===== config.mk =====
export PLATFORM = sky130hd
export DESIGN_NAME = svp_scaled_port
export DESIGN_NICKNAME = d
export VERILOG_FILES = /design/src/hdl/svp_scaled_port.v /design/src/hdl/svp_out_buffer.v
export VERILOG_INCLUDE_DIRS = /design/src /design/src/hdl
export SDC_FILE = /design/constraint.sdc
export NUM_CORES = 1
export LEC_CHECK = 0
export BUFFER_PORTS_ARGS = -buffer_cell sky130_fd_sc_hd__buf_2
export CAP_MARGIN = 10
export CORE_UTILIZATION = 60
export CTS_BUF_LIST = sky130_fd_sc_hd__clkbuf_4 sky130_fd_sc_hd__clkbuf_8
export DETAILED_ROUTE_END_ITERATION = 16
export PLACE_DENSITY = 0.81
export SLEW_MARGIN = 20
export SYNTH_ARGS = -nofsm -noshare
export SYNTH_HDL_FRONTEND = slang
export SYNTH_HIERARCHICAL = 1
export SYNTH_SLANG_ARGS = --single-unit

===== constraint.sdc =====
create_clock -name clk_sys -period 20.4 [get_ports clk_sys]
set_input_delay 4.08 -clock clk_sys [delete_from_list [all_inputs] [get_ports clk_sys]]
set_output_delay 4.08 -clock clk_sys [all_outputs]
set_load 0.02 [all_outputs]

===== src/hdl/svp_port_map.vh =====
// Register map, field positions, reset values and timing counts of the scaled video output port
// How it works
// - Half-full request rises while the buffer holds eight words or more.
// - At line end, leftover words are padded with fill words up to half full.
// - Increment strobe rising with request high means line address increment.
// - Increment strobe rising with request low means field end, addresses reset.
// - Request level held four clocks before and two after each strobe rise.
// - Next buffer word is presented at each rising drain clock edge.
// - Enable high floats the bus, yet drain clock edges still pop words.
// - Transparent mode streams live words continuously, one per rising drain clock edge.
// - Gates and line qualifier appear every field; pixel qualifier only active ones.
// - Vertical and horizontal gates span offset to offset plus count, cut by sync.
// - Line and pixel qualifier polarities follow their own control bits.
// - Reset floats the bus, strobe high, request low, clears control and enable.
// - Field phase found at vertical sync fall, reported in the field status bit.
// - Stable detection gives a free-running field flag, invertible by a polarity bit.
// - Upper field-mode bit set ignores one parity: only the vertical reset is sent.
// - Field mode zero sends two sequences per line, one extra after odd resets.
// - Software-written control takes effect at the vertical sync falling edge.
// - After reset idle; enabled, waits sync, sends vertical reset, awaits lines.
// - Line ends at pixel count or sync; increments follow any padding.
// - Sequences wait for sync and empty the buffer once sent.
// - Output buffer holds sixteen words of 32 bits.
// - Field status reads 0 for even and 1 for odd field.
`ifndef SVP_PORT_MAP_VH
`define SVP_PORT_MAP_VH
`define SVP_ADDR_FORMAT 8'h00
`define SVP_ADDR_CONTROL 8'h04
`define SVP_ADDR_FIELDPOL 8'h08
`define SVP_ADDR_HOFFSET 8'h0C
`define SVP_ADDR_HCOUNT 8'h10
`define SVP_ADDR_VOFFSET 8'h14
`define SVP_ADDR_VCOUNT 8'h18
`define SVP_ADDR_STATUS 8'h1C
`define SVP_FMT_OFHI 6
`define SVP_FMT_OFLO 5
`define SVP_FMT_VPE 4
`define SVP_CTL_QPL 3
`define SVP_CTL_QPP 2
`define SVP_CTL_TTR 1
`define SVP_CTL_EFE 0
`define SVP_CONTROL_RST 4'h0
`define SVP_DEPTH 16
`define SVP_HALF 5'h08
`define SVP_FILL_WORD 32'h00000000
`define SVP_HFL_SETUP 4'h4
`define SVP_HFL_HOLD 4'h2
`endif


===== src/hdl/svp_scaled_port.v =====
// Output port controller of the video scaler: APB registers, field logic, burst and transparent transfer
//
// The register offsets and the APB register port are this design's own decisions.
`timescale 1ns/1ns
`include "svp_port_map.vh"
module svp_scaled_port (
	// Clock (the pixel clock) and reset
	input wire clk_sys,
	input wire reset_n,
	// APB slave
	input wire [7:0] paddr,
	input wire psel,
	input wire penable,
	input wire pwrite,
	input wire [31:0] pwdata,
	output reg [31:0] prdata,
	output wire pready,
	output wire pslverr,
	// Scaled word stream from the datapath
	input wire wordValid,
	input wire [31:0] wordData,
	// Video timing pins
	input wire horizReferenceIn,
	input wire verticalSyncIn,
	// Memory controller port
	input wire outputDrainClock,
	input wire outputEnableN,
	output reg [31:0] outputDataBus,
	output wire outputDataOe,
	output reg halfFullRequest,
	output reg addrIncrementStrobe
);
	localparam S_IDLE = 3'd0;
	localparam S_WAITVS = 3'd1;
	localparam S_SEQ = 3'd2;
	localparam S_LINE = 3'd3;
	localparam S_PAD = 3'd4;
	localparam S_WAITH = 3'd5;

	reg hrefS1, hrefS2, hrefS3;
	reg vsS1, vsS2, vsS3;
	reg vclkS1, vclkS2, vclkS3;
	reg oenS1, oenS2;
	reg [6:0] fmtQ;
	reg [3:0] ctlLiveQ;
	reg poeLiveQ;
	reg [9:0] xoLiveQ, xsLiveQ, yoLiveQ, ysLiveQ;
	reg [1:0] ofQ;
	reg [3:0] ctlQ;
	reg poeQ;
	reg [9:0] xoQ, xsQ, yoQ, ysQ;
	reg [10:0] pixCnt;
	reg [10:0] lineCnt;
	reg hGateQ;
	reg hrefDlyQ;
	reg fieldStatusQ;
	reg fieldFlagQ;
	reg [2:0] stateQ;
	reg [3:0] seqCnt;
	reg [1:0] seqLeft;
	reg seqLevel;
	reg lineSeen;
	reg flushQ;
	wire hrefRise, hrefFall, vsFall, vclkRise;
	wire apbWrite;
	wire port_outputs_enable, ttrMode, oddField, ignoreField;
	wire vGate, hGate, lnqRaw, pxqRaw;
	wire lineEnd;
	wire [31:0] headData;
	wire [4:0] level;
	wire push;
	wire [31:0] pushData;
	wire pop;
	wire [1:0] seqPerLine;

	// Two-stage synchronisers; stage three only feeds edge detection
	always @(posedge clk_sys)
	begin
		hrefS1 <= horizReferenceIn;
		hrefS2 <= hrefS1;
		hrefS3 <= hrefS2;
		vsS1 <= verticalSyncIn;
		vsS2 <= vsS1;
		vsS3 <= vsS2;
		vclkS1 <= outputDrainClock;
		vclkS2 <= vclkS1;
		vclkS3 <= vclkS2;
		oenS1 <= outputEnableN;
		oenS2 <= oenS1;
	end

	assign hrefRise = hrefS2 && !hrefS3;
	assign hrefFall = !hrefS2 && hrefS3;
	assign vsFall = !vsS2 && vsS3;
	assign vclkRise = vclkS2 && !vclkS3;

	// APB: zero wait states, unmapped addresses answer with an error
	assign pready = 1'b1;
	assign pslverr = psel && penable && (paddr > `SVP_ADDR_STATUS || paddr[1:0] != 2'b00);
	assign apbWrite = psel && penable && pwrite && !pslverr;

	// Software-visible register copies
	always @(posedge clk_sys)
	begin
		if (!reset_n)
		begin
			fmtQ <= 7'h00;
			ctlLiveQ <= `SVP_CONTROL_RST;
			poeLiveQ <= 1'b0;
			xoLiveQ <= 10'h000;
			xsLiveQ <= 10'h000;
			yoLiveQ <= 10'h000;
			ysLiveQ <= 10'h000;
		end
		else if (apbWrite)
		begin
			case (paddr)
				`SVP_ADDR_FORMAT: fmtQ <= pwdata[6:0];
				`SVP_ADDR_CONTROL: ctlLiveQ <= pwdata[3:0];
				`SVP_ADDR_FIELDPOL: poeLiveQ <= pwdata[0];
				`SVP_ADDR_HOFFSET: xoLiveQ <= pwdata[9:0];
				`SVP_ADDR_HCOUNT: xsLiveQ <= pwdata[9:0];
				`SVP_ADDR_VOFFSET: yoLiveQ <= pwdata[9:0];
				`SVP_ADDR_VCOUNT: ysLiveQ <= pwdata[9:0];
				default: fmtQ <= fmtQ;
			endcase
		end
	end

	// Working copies move over only at the sync fall so a field never sees a half-written setup
	always @(posedge clk_sys)
	begin
		if (!reset_n)
		begin
			ofQ <= 2'b00;
			ctlQ <= `SVP_CONTROL_RST;
			poeQ <= 1'b0;
			xoQ <= 10'h000;
			xsQ <= 10'h000;
			yoQ <= 10'h000;
			ysQ <= 10'h000;
		end
		else if (vsFall)
		begin
			ofQ <= fmtQ[`SVP_FMT_OFHI:`SVP_FMT_OFLO];
			ctlQ <= ctlLiveQ;
			poeQ <= poeLiveQ;
			xoQ <= xoLiveQ;
			xsQ <= xsLiveQ;
			yoQ <= yoLiveQ;
			ysQ <= ysLiveQ;
		end
	end

	// Status read mux
	always @*
	begin
		case (paddr)
			`SVP_ADDR_FORMAT: prdata = {25'h0, fmtQ};
			`SVP_ADDR_CONTROL: prdata = {28'h0, ctlLiveQ};
			`SVP_ADDR_FIELDPOL: prdata = {31'h0, poeLiveQ};
			`SVP_ADDR_HOFFSET: prdata = {22'h0, xoLiveQ};
			`SVP_ADDR_HCOUNT: prdata = {22'h0, xsLiveQ};
			`SVP_ADDR_VOFFSET: prdata = {22'h0, yoLiveQ};
			`SVP_ADDR_VCOUNT: prdata = {22'h0, ysLiveQ};
			`SVP_ADDR_STATUS: prdata = {19'h0, level, stateQ, 3'b000, fieldStatusQ, port_outputs_enable};
			default: prdata = 32'h00000000;
		endcase
	end

	// The port enable acts at once so a disabled port goes quiet without waiting for a field
	assign port_outputs_enable = fmtQ[`SVP_FMT_VPE];
	assign ttrMode = ctlQ[`SVP_CTL_TTR] && ctlQ[`SVP_CTL_EFE];
	assign oddField = fieldFlagQ ^ poeQ;
	assign ignoreField = ofQ[1] && (oddField == ofQ[0]);

	// Pixel counter per line and line counter per field
	always @(posedge clk_sys)
	begin
		if (!reset_n)
		begin
			pixCnt <= 11'h000;
			lineCnt <= 11'h000;
			hGateQ <= 1'b0;
			hrefDlyQ <= 1'b0;
		end
		else
		begin
			hGateQ <= hGate;
			hrefDlyQ <= hrefS2;
			if (hrefRise)
				pixCnt <= 11'h000;
			else if (hrefS2 && pixCnt != 11'h7FF)
				pixCnt <= pixCnt + 11'h001;
			if (vsFall)
				lineCnt <= 11'h000;
			else if (hrefFall && lineCnt != 11'h7FF)
				lineCnt <= lineCnt + 11'h001;
		end
	end

	// Window gates, truncated by the sync signals
	assign vGate = !vsS2 && (lineCnt >= {1'b0, yoQ}) && (lineCnt < ({1'b0, yoQ} + {1'b0, ysQ}));
	assign hGate = hrefS2 && (pixCnt >= {1'b0, xoQ}) && (pixCnt < ({1'b0, xoQ} + {1'b0, xsQ}));
	assign lnqRaw = vGate && hrefS2;
	assign pxqRaw = vGate && hGate && wordValid && !ignoreField;
	// Pixel count reached or reference dropped both close the gate
	assign lineEnd = hGateQ && !hGate;

	// Field phase: reference high at the sync fall marks an odd field
	always @(posedge clk_sys)
	begin
		if (!reset_n)
		begin
			fieldStatusQ <= 1'b0;
			fieldFlagQ <= 1'b0;
		end
		else if (vsFall)
		begin
			fieldStatusQ <= hrefS2;
			if (hrefS2 == fieldStatusQ)
				fieldFlagQ <= !fieldFlagQ;
			else
				fieldFlagQ <= hrefS2;
		end
	end

	// Buffer fill: scaled words while a line runs, fill words while padding
	assign push = !ttrMode && ((stateQ == S_LINE && pxqRaw) ||
		(stateQ == S_PAD && level != 5'h00 && level < `SVP_HALF));
	assign pushData = (stateQ == S_PAD) ? `SVP_FILL_WORD : wordData;
	assign pop = vclkRise && !ttrMode;
	assign seqPerLine = (ofQ == 2'b00) ? 2'd2 : 2'd1;

	svp_out_buffer u_buffer (
		.clk_sys(clk_sys),
		.reset_n(reset_n),
		.flush(flushQ),
		.push(push),
		.pushData(pushData),
		.pop(pop),
		.headData(headData),
		.level(level)
	);

	// Operation cycle: idle, vertical reset, line loading, padding and increment sequences
	always @(posedge clk_sys)
	begin
		if (!reset_n)
		begin
			stateQ <= S_IDLE;
			seqCnt <= 4'h0;
			seqLeft <= 2'd0;
			seqLevel <= 1'b0;
			lineSeen <= 1'b0;
			flushQ <= 1'b1;
		end
		else if (!port_outputs_enable || ttrMode)
		begin
			stateQ <= S_IDLE;
			flushQ <= 1'b1;
		end
		else
		begin
			flushQ <= 1'b0;
			case (stateQ)
				S_IDLE:
					stateQ <= S_WAITVS;
				S_WAITVS:
				begin
					if (vsFall)
					begin
						stateQ <= S_SEQ;
						seqCnt <= 4'h0;
						seqLeft <= 2'd1;
						seqLevel <= 1'b0;
					end
				end
				S_SEQ:
				begin
					// Level stands from count 0; strobe rises at the setup count, then holds
					if (seqCnt == `SVP_HFL_SETUP + `SVP_HFL_HOLD)
					begin
						seqCnt <= 4'h0;
						flushQ <= 1'b1;
						if (seqLeft > 2'd1)
							seqLeft <= seqLeft - 2'd1;
						else if (!seqLevel && ofQ == 2'b00 && oddField)
						begin
							seqLeft <= 2'd1;
							seqLevel <= 1'b1;
						end
						else
						begin
							stateQ <= S_LINE;
							lineSeen <= 1'b0;
						end
					end
					else
						seqCnt <= seqCnt + 4'h1;
				end
				S_LINE:
				begin
					if (hGate && vGate)
						lineSeen <= 1'b1;
					if (vsFall)
					begin
						stateQ <= S_SEQ;
						seqCnt <= 4'h0;
						seqLeft <= 2'd1;
						seqLevel <= 1'b0;
					end
					else if (lineEnd && lineSeen && !ignoreField)
						stateQ <= S_PAD;
				end
				S_PAD:
				begin
					if (level == 5'h00 || level >= `SVP_HALF)
						stateQ <= S_WAITH;
				end
				S_WAITH:
				begin
					// Increments wait for the next reference so the transfer can finish first
					if (vsFall)
					begin
						stateQ <= S_SEQ;
						seqCnt <= 4'h0;
						seqLeft <= 2'd1;
						seqLevel <= 1'b0;
					end
					else if (hrefRise)
					begin
						stateQ <= S_SEQ;
						seqCnt <= 4'h0;
						seqLeft <= seqPerLine;
						seqLevel <= 1'b1;
					end
				end
				default:
					stateQ <= S_IDLE;
			endcase
		end
	end

	// Request and strobe pins; strobe idles high, low only before its rising edge
	always @(posedge clk_sys)
	begin
		if (!reset_n)
		begin
			halfFullRequest <= 1'b0;
			addrIncrementStrobe <= 1'b1;
		end
		else if (!port_outputs_enable || ttrMode)
		begin
			halfFullRequest <= 1'b0;
			addrIncrementStrobe <= 1'b1;
		end
		else if (stateQ == S_SEQ)
		begin
			halfFullRequest <= seqLevel;
			addrIncrementStrobe <= (seqCnt >= `SVP_HFL_SETUP);
		end
		else
		begin
			halfFullRequest <= (level >= `SVP_HALF);
			addrIncrementStrobe <= 1'b1;
		end
	end

	// Drain edge loads the bus: buffer head in burst mode, live stream with tags in transparent mode
	always @(posedge clk_sys)
	begin
		if (!reset_n)
			outputDataBus <= 32'h00000000;
		else if (vclkRise)
		begin
			if (ttrMode)
				outputDataBus <= {wordData[31:7], oddField, vGate, hGate, 1'b0, hrefDlyQ,
					lnqRaw ~^ ctlQ[`SVP_CTL_QPL], pxqRaw ~^ ctlQ[`SVP_CTL_QPP]};
			else
				outputDataBus <= headData;
		end
	end

	// Bus floats while disabled or while the enable pin is high; pops still happen while the pin is high
	assign outputDataOe = port_outputs_enable && !oenS2;
endmodule


===== src/hdl/svp_out_buffer.v =====
// Sixteen-word output buffer held in flip-flops
`timescale 1ns/1ns
`include "svp_port_map.vh"
module svp_out_buffer (
	// Clock and reset
	input wire clk_sys,
	input wire reset_n,
	// Control
	input wire flush,
	input wire push,
	input wire [31:0] pushData,
	input wire pop,
	// State
	output wire [31:0] headData,
	output reg [4:0] level
);
	reg [31:0] mem [0:`SVP_DEPTH-1];
	reg [3:0] wrPtr;
	reg [3:0] rdPtr;
	wire doPush;
	wire doPop;

	// Writes into a full buffer are dropped; an ignored request needs no recovery
	assign doPush = push && (level != 5'h10);
	assign doPop = pop && (level != 5'h00);
	assign headData = mem[rdPtr];

	// Storage write
	always @(posedge clk_sys)
	begin
		if (doPush)
			mem[wrPtr] <= pushData;
	end

	// Pointers and fill level; flush wins over everything
	always @(posedge clk_sys)
	begin
		if (!reset_n || flush)
		begin
			wrPtr <= 4'h0;
			rdPtr <= 4'h0;
			level <= 5'h00;
		end
		else
		begin
			if (doPush)
				wrPtr <= wrPtr + 4'h1;
			if (doPop)
				rdPtr <= rdPtr + 4'h1;
			if (doPush && !doPop)
				level <= level + 5'h01;
			else if (doPop && !doPush)
				level <= level - 5'h01;
		end
	end
endmodule


# Word-level counts from Yosys, hierarchy flattened
# Memory sizes are Yosys's and may differ from the RTL's. A register that Yosys moved wholly into a read port is not among the register bits.
# Cells that the tools add are included.
dict set report op_classes {
  n_shift 0
  addsub 10
  mul 0
  eq_ne 29
  n_bitwise 6
  n_lt_le_gt_ge 9
  n_reduce_logical 81
  mux 48
  div 0
}
# operator n
set ops {}
lappend ops {{one-hot mux 13 bit (8 select lines)} 1}
lappend ops {{2-to-1 mux 32 bit} 2}
lappend ops {{logical AND 1 bit} 35}
lappend ops {{== test 8 x 5 -> 1 bit, second input constant} 4}
lappend ops {{2-to-1 mux 3 bit} 9}
lappend ops {{2-to-1 mux 4 bit} 6}
lappend ops {{adder 10 x 10 -> 11 bit} 2}
lappend ops {{adder 11 x 1 -> 11 bit, second input constant} 2}
lappend ops {{greater-or-equal comparator 11 x 10 -> 1 bit} 2}
lappend ops {{< comparator 11 bit} 2}
lappend ops {{inequality test 11 bit, second input constant} 2}
lappend ops {{one-hot mux 3 bit (6 select lines)} 1}
lappend ops {{== test 8 x 4 -> 1 bit, second input constant} 2}
lappend ops {{2-to-1 mux 1 bit} 16}
lappend ops {{zero test 1 bit} 15}
lappend ops {{2-to-1 mux 2 bit} 7}
lappend ops {{AND reduction 2 bit} 7}
lappend ops {{AND reduction 7 bit} 2}
lappend ops {{adder 4 x 1 -> 4 bit, second input constant} 3}
lappend ops {{one-hot mux 4 bit (3 select lines)} 1}
lappend ops {{AND reduction 6 bit} 2}
lappend ops {{2-to-1 mux 5 bit} 2}
lappend ops {{inequality test 2 bit, second input constant} 5}
lappend ops {{== test 8 x 3 -> 1 bit, second input constant} 1}
lappend ops {{other kinds (34)} 52}
dict set report totals {
  input_bits 82
  ramBits 512
  latchBits 0
  n_memories 1
  reg_bits 195
  rom_bits 0
}
# name words word_bits rd rd_clocked_by_memory_dff write_ports line
set mem_list {}
lappend mem_list {u_buffer.mem 16 32 1 1 1 svp_out_buffer.v:17} ;# reg [31:0] mem [0:`SVP_DEPTH-1];

# Depth between registers and ports, before layout
dict set report logic_depth {
  depth_word 14
  ltp_mapped 27
}

# Cells and area by module
# The synthesis kept the hierarchy.
# module cells_per_inst area_each_um2 n_inst
set by_module_without_submodules {}
lappend by_module_without_submodules {svp_out_buffer 895 20053.0 1}
lappend by_module_without_submodules {svp_scaled_port 1133 9703.1 1}

# Worst setup path after synthesis
# Ideal clock, no wire load.
dict set report synth_path {
  path_kind {input -> output}
  from {input paddr[4]}
  to {output prdata[3]}
  path_buffers 1
  path_slack_ps 10902
  t_required_ps 16320
  arrival_time_ps 5418
  stages 6
  cell_sequence {clkbuf_1 > nand2_1 > nor2_1 > a22oi_1 > o21ai_0 > a221o_1}
}
dict set report synth_via {
  elab_chain_len 2
  elab_cells_between_ends 9
  classes_between {eq/ne: 7; mux: 1; reduce/logical: 1}
}
# element line
set synth_rtl {}
lappend synth_rtl {{start, declared} svp_scaled_port.v:11} ;# input wire [7:0] paddr,
lappend synth_rtl {{== test 8 x 5 -> 1 bit, or another cell as far along} svp_scaled_port.v:158} ;# case (paddr)
lappend synth_rtl {{one-hot mux 13 bit (8 select lines) (*)} svp_scaled_port.v:158}
lappend synth_rtl {{end, declared} svp_scaled_port.v:16} ;# output reg [31:0] prdata,
# Every way passes the cells marked *; elsewhere a longest branch is shown, timed or not.

# Final worst setup path
dict set report layout_path {
  from {input paddr[7]}
  to {output prdata[5]}
}
# Same word-level chain as after synthesis.

==> key figures <==
Run status
  – Run status: complete, no violations

Logic synthesis
  – Synth warnings: 6
  – Primary FF master, synth: edfxtp_1
  – Syn avg cell area: roughly 15 um2
  – Synth top area share: 51.7%
  – Cells after synthesis: 2028
  – Yosys cell types: between 60 and 70
  – Cell taking the most area after synthesis: edfxtp_1
  – Most frequent cell after synthesis: edfxtp_1
  – Post-synth top cells: 512 x edfxtp_1, 232 x nand2_1, 199 x dfxtp_1
  – Post-synth ARST share: 0%
  – Seq cells post-synth: ~710
  – Synthesized area: 0.0298 mm2
  – Synth top area cells: edfxtp_1 52%, dfxtp_1 13%, mux4_2 9.8%, ha_1 3.0%, nand2_1 2.9%
  – Register area share after synthesis: 65.1%
  – EDFF count, synth: between 500 and 600

Critical path
  – Crit-path max FO: 10
  – Crit path DAT: 5960 ps
  – Critical path type: input port to primary output
  – Crit. Startpoint: paddr[7]
  – Critical path capture point type: primary output
  – Startpoint Class: input port
  – WP data required: around 16000 ps
  – Worst r2r src: yoQ[1]

Power and ir drop
  – P_leak: 11.5 nW
  – PwrDens: 84.8 mW/mm2
  – Tot Pwr: 2.81 mW
  – Max VDD drop: ~0.000074 V

STA
  – Clk_skew: between 60 and 70 ps
  – Slew @ Worst Pin: roughly 1100 ps
  – Tcrit/Tclk final: between 40% and 50%
  – Tmin final: 10040 ps
  – Final Slew Violations: 0
  – RSZ-0062 raised after global routing: no
  – FMAX: between 90 and 100 MHz
  – Endpoints failing hold: 0
  – TNS Setup: 0 ps
  – Final hold slack: about 330 ps
  – Slew headroom: 24.0%
  – Setup violations, final: 0

Route
  – Avg Vias per Cell: around 6.2
  – DRC: 0
  – Wire per inst: 23.5 um
  – Initial drt markers: roughly 1600
  – Antenna Violating Nets Remaining: 0
  – TritonRoute pass-1 iters: 7
  – Total wire length: 68500 um
  – Vias: 18000

Worst hold path
  – Hold WC Path Type: register to register
  – Hold path start: oenS1

Clock tree
  – Worst-Skew Late Latency: between 700 and 800 ps
  – Resized Gates After CTS: 0
  – CTS tree: yes
  – TritonCTS Sinks: a little over 700
  – Hold Buf Count CTS: 0
  – H-tree level count: 3
  – Total CTS buffers: 108
  – Clock-pin slew on the worst setup and hold paths: roughly 60 ps
  – Post-CTS Setup Inserts: 0
  – Root Buffer Master: clkbuf_8
  – CTS Buffer Depth: 3

Finish
  – Post-Route Utilization: 67.8%
  – Nets: between 2000 and 2500
  – Layout cells sized above 1: between 20% and 30%
  – Final instance area: about 0.033 mm2
  – P&R area growth vs syn: 11.6%

GRT
  – Initial antenna violation count: 1
  – Pin count of the biggest net entering global routing: between 90 and 100
  – GRT overflow: 0
  – GRT Util Overall: 27.8%
  – Number of global-route vias before repair: between 15000 and 20000
  – Global-route wire length before repair: roughly 100000 um

Placement
  – Hpwl dp: 39100 um
  – GP Congestion: between 0.8 and 0.9
  – Port Buffers: about 110
  – Area post-placement: about 0.03 mm2

Floorplan
  – Initial Util: between 60% and 70%
  – I/O pins: between 150 and 200
  – Die height: 225 um
  – # rows: 81
  – Die width: 225 um
  – DIE AREA: ~0.05 mm2
  – Core area: about 0.049 mm2

Run
  – Total of max-cap violations: 0
metrics by stage:
stage                     worst slack [ps]  instances
final                                10360       2922
after detailed placement             10400       2719
after global routing                 10140       2921
after global placement               10420       2719
after floorplan                      10900       2046
after CTS                            10370       2919
registers in the layout, indices dropped and copies added (netlist names), 11 cells and up, named ones only:
signal	count
u_buffer/mem	512
outputDataBus	32
lineCnt	11
pixCnt	11
cell type report:
class,instances,area (um2)
Inverter,41,154
Antenna cell,1,2.50
Timing Repair Buffer,135,786
Fill cell,3229,15700
Multi-Input combinational cell,1170,9840
Clock inverter,47,329
Tap cell,664,831
Sequential cell,711,19400
Clock buffer,153,1890
path summary, 6_finish.rpt:
path                              end  slack, ps  depth (start not counted)
setup / recovery            prdata[5]      10360                          7
hold / removal                  oenS2        330                          0
setup reg to reg  u_buffer/mem[0][27]      13870                         19
hold reg to reg                 oenS2        330                          0
power by group:
group / internal (mW) / switching, mW / leakage [nW] / total [mW]
Sequential: 1.55 / 0.00468 / 6.21 / 1.56
Combinational: 0.0184 / 0.0440 / 4.12 / 0.0624
Clock: 0.641 / 0.555 / 1.18 / 1.20
metal layers:
metal  global-route usage, %  wire (um)
met1                    34.7      25500
met3                    5.79       6130
met4                    10.9       2160
met2                    47.8      34800
met5                       0          0
kinds of logic after synthesis:
group	Yosys count	share of synthesized area, %
AND/OR/NAND/NOR	545	8.83
XOR/XNOR	38	1.12
buffers and inverters	165	2.50
adder cells (fa/ha/maj)	74	3.19
AO/OA/AOI/OAI	302	7.43
multiplexers	191	11.8
flip-flops	711	65.1
other	2	0.0252
worst max-delay path, cell delays in order:
cell and delay (ps):
buf_2 110, nor3_2 220, nand2_1 190, nor2_1 750
a222oi_1 270, nand2_1 160, buf_2 180
cells in the final DEF (no fill, tap or decap), drive strengths merged, types with 15 or more instances in the layout:
| master | Yosys | routed |
|---|---|---|
| a21boi | 51 | 51 |
| clkinv | 0 | 37 |
| nor2b | 97 | 97 |
| o21ai | 28 | 28 |
| nand2 | 232 | 232 |
| a21o | 15 | 15 |
| dfxtp | 199 | 199 |
| and2 | 19 | 19 |
| clkbuf | 70 | 153 |
| mux2i | 62 | 62 |
| ha | 71 | 71 |
| inv | 41 | 46 |
| buf | 54 | 135 |
| nor2 | 72 | 72 |
| mux4 | 129 | 129 |
| xor2 | 22 | 22 |
| a21oi | 57 | 57 |
| nand3 | 49 | 49 |
| a22oi | 74 | 74 |
| edfxtp | 512 | 512 |
| o211a | 28 | 28 |
| xnor2 | 16 | 16 |
| conb | 2 | 20 |
(Power assumes the default switching activity.)
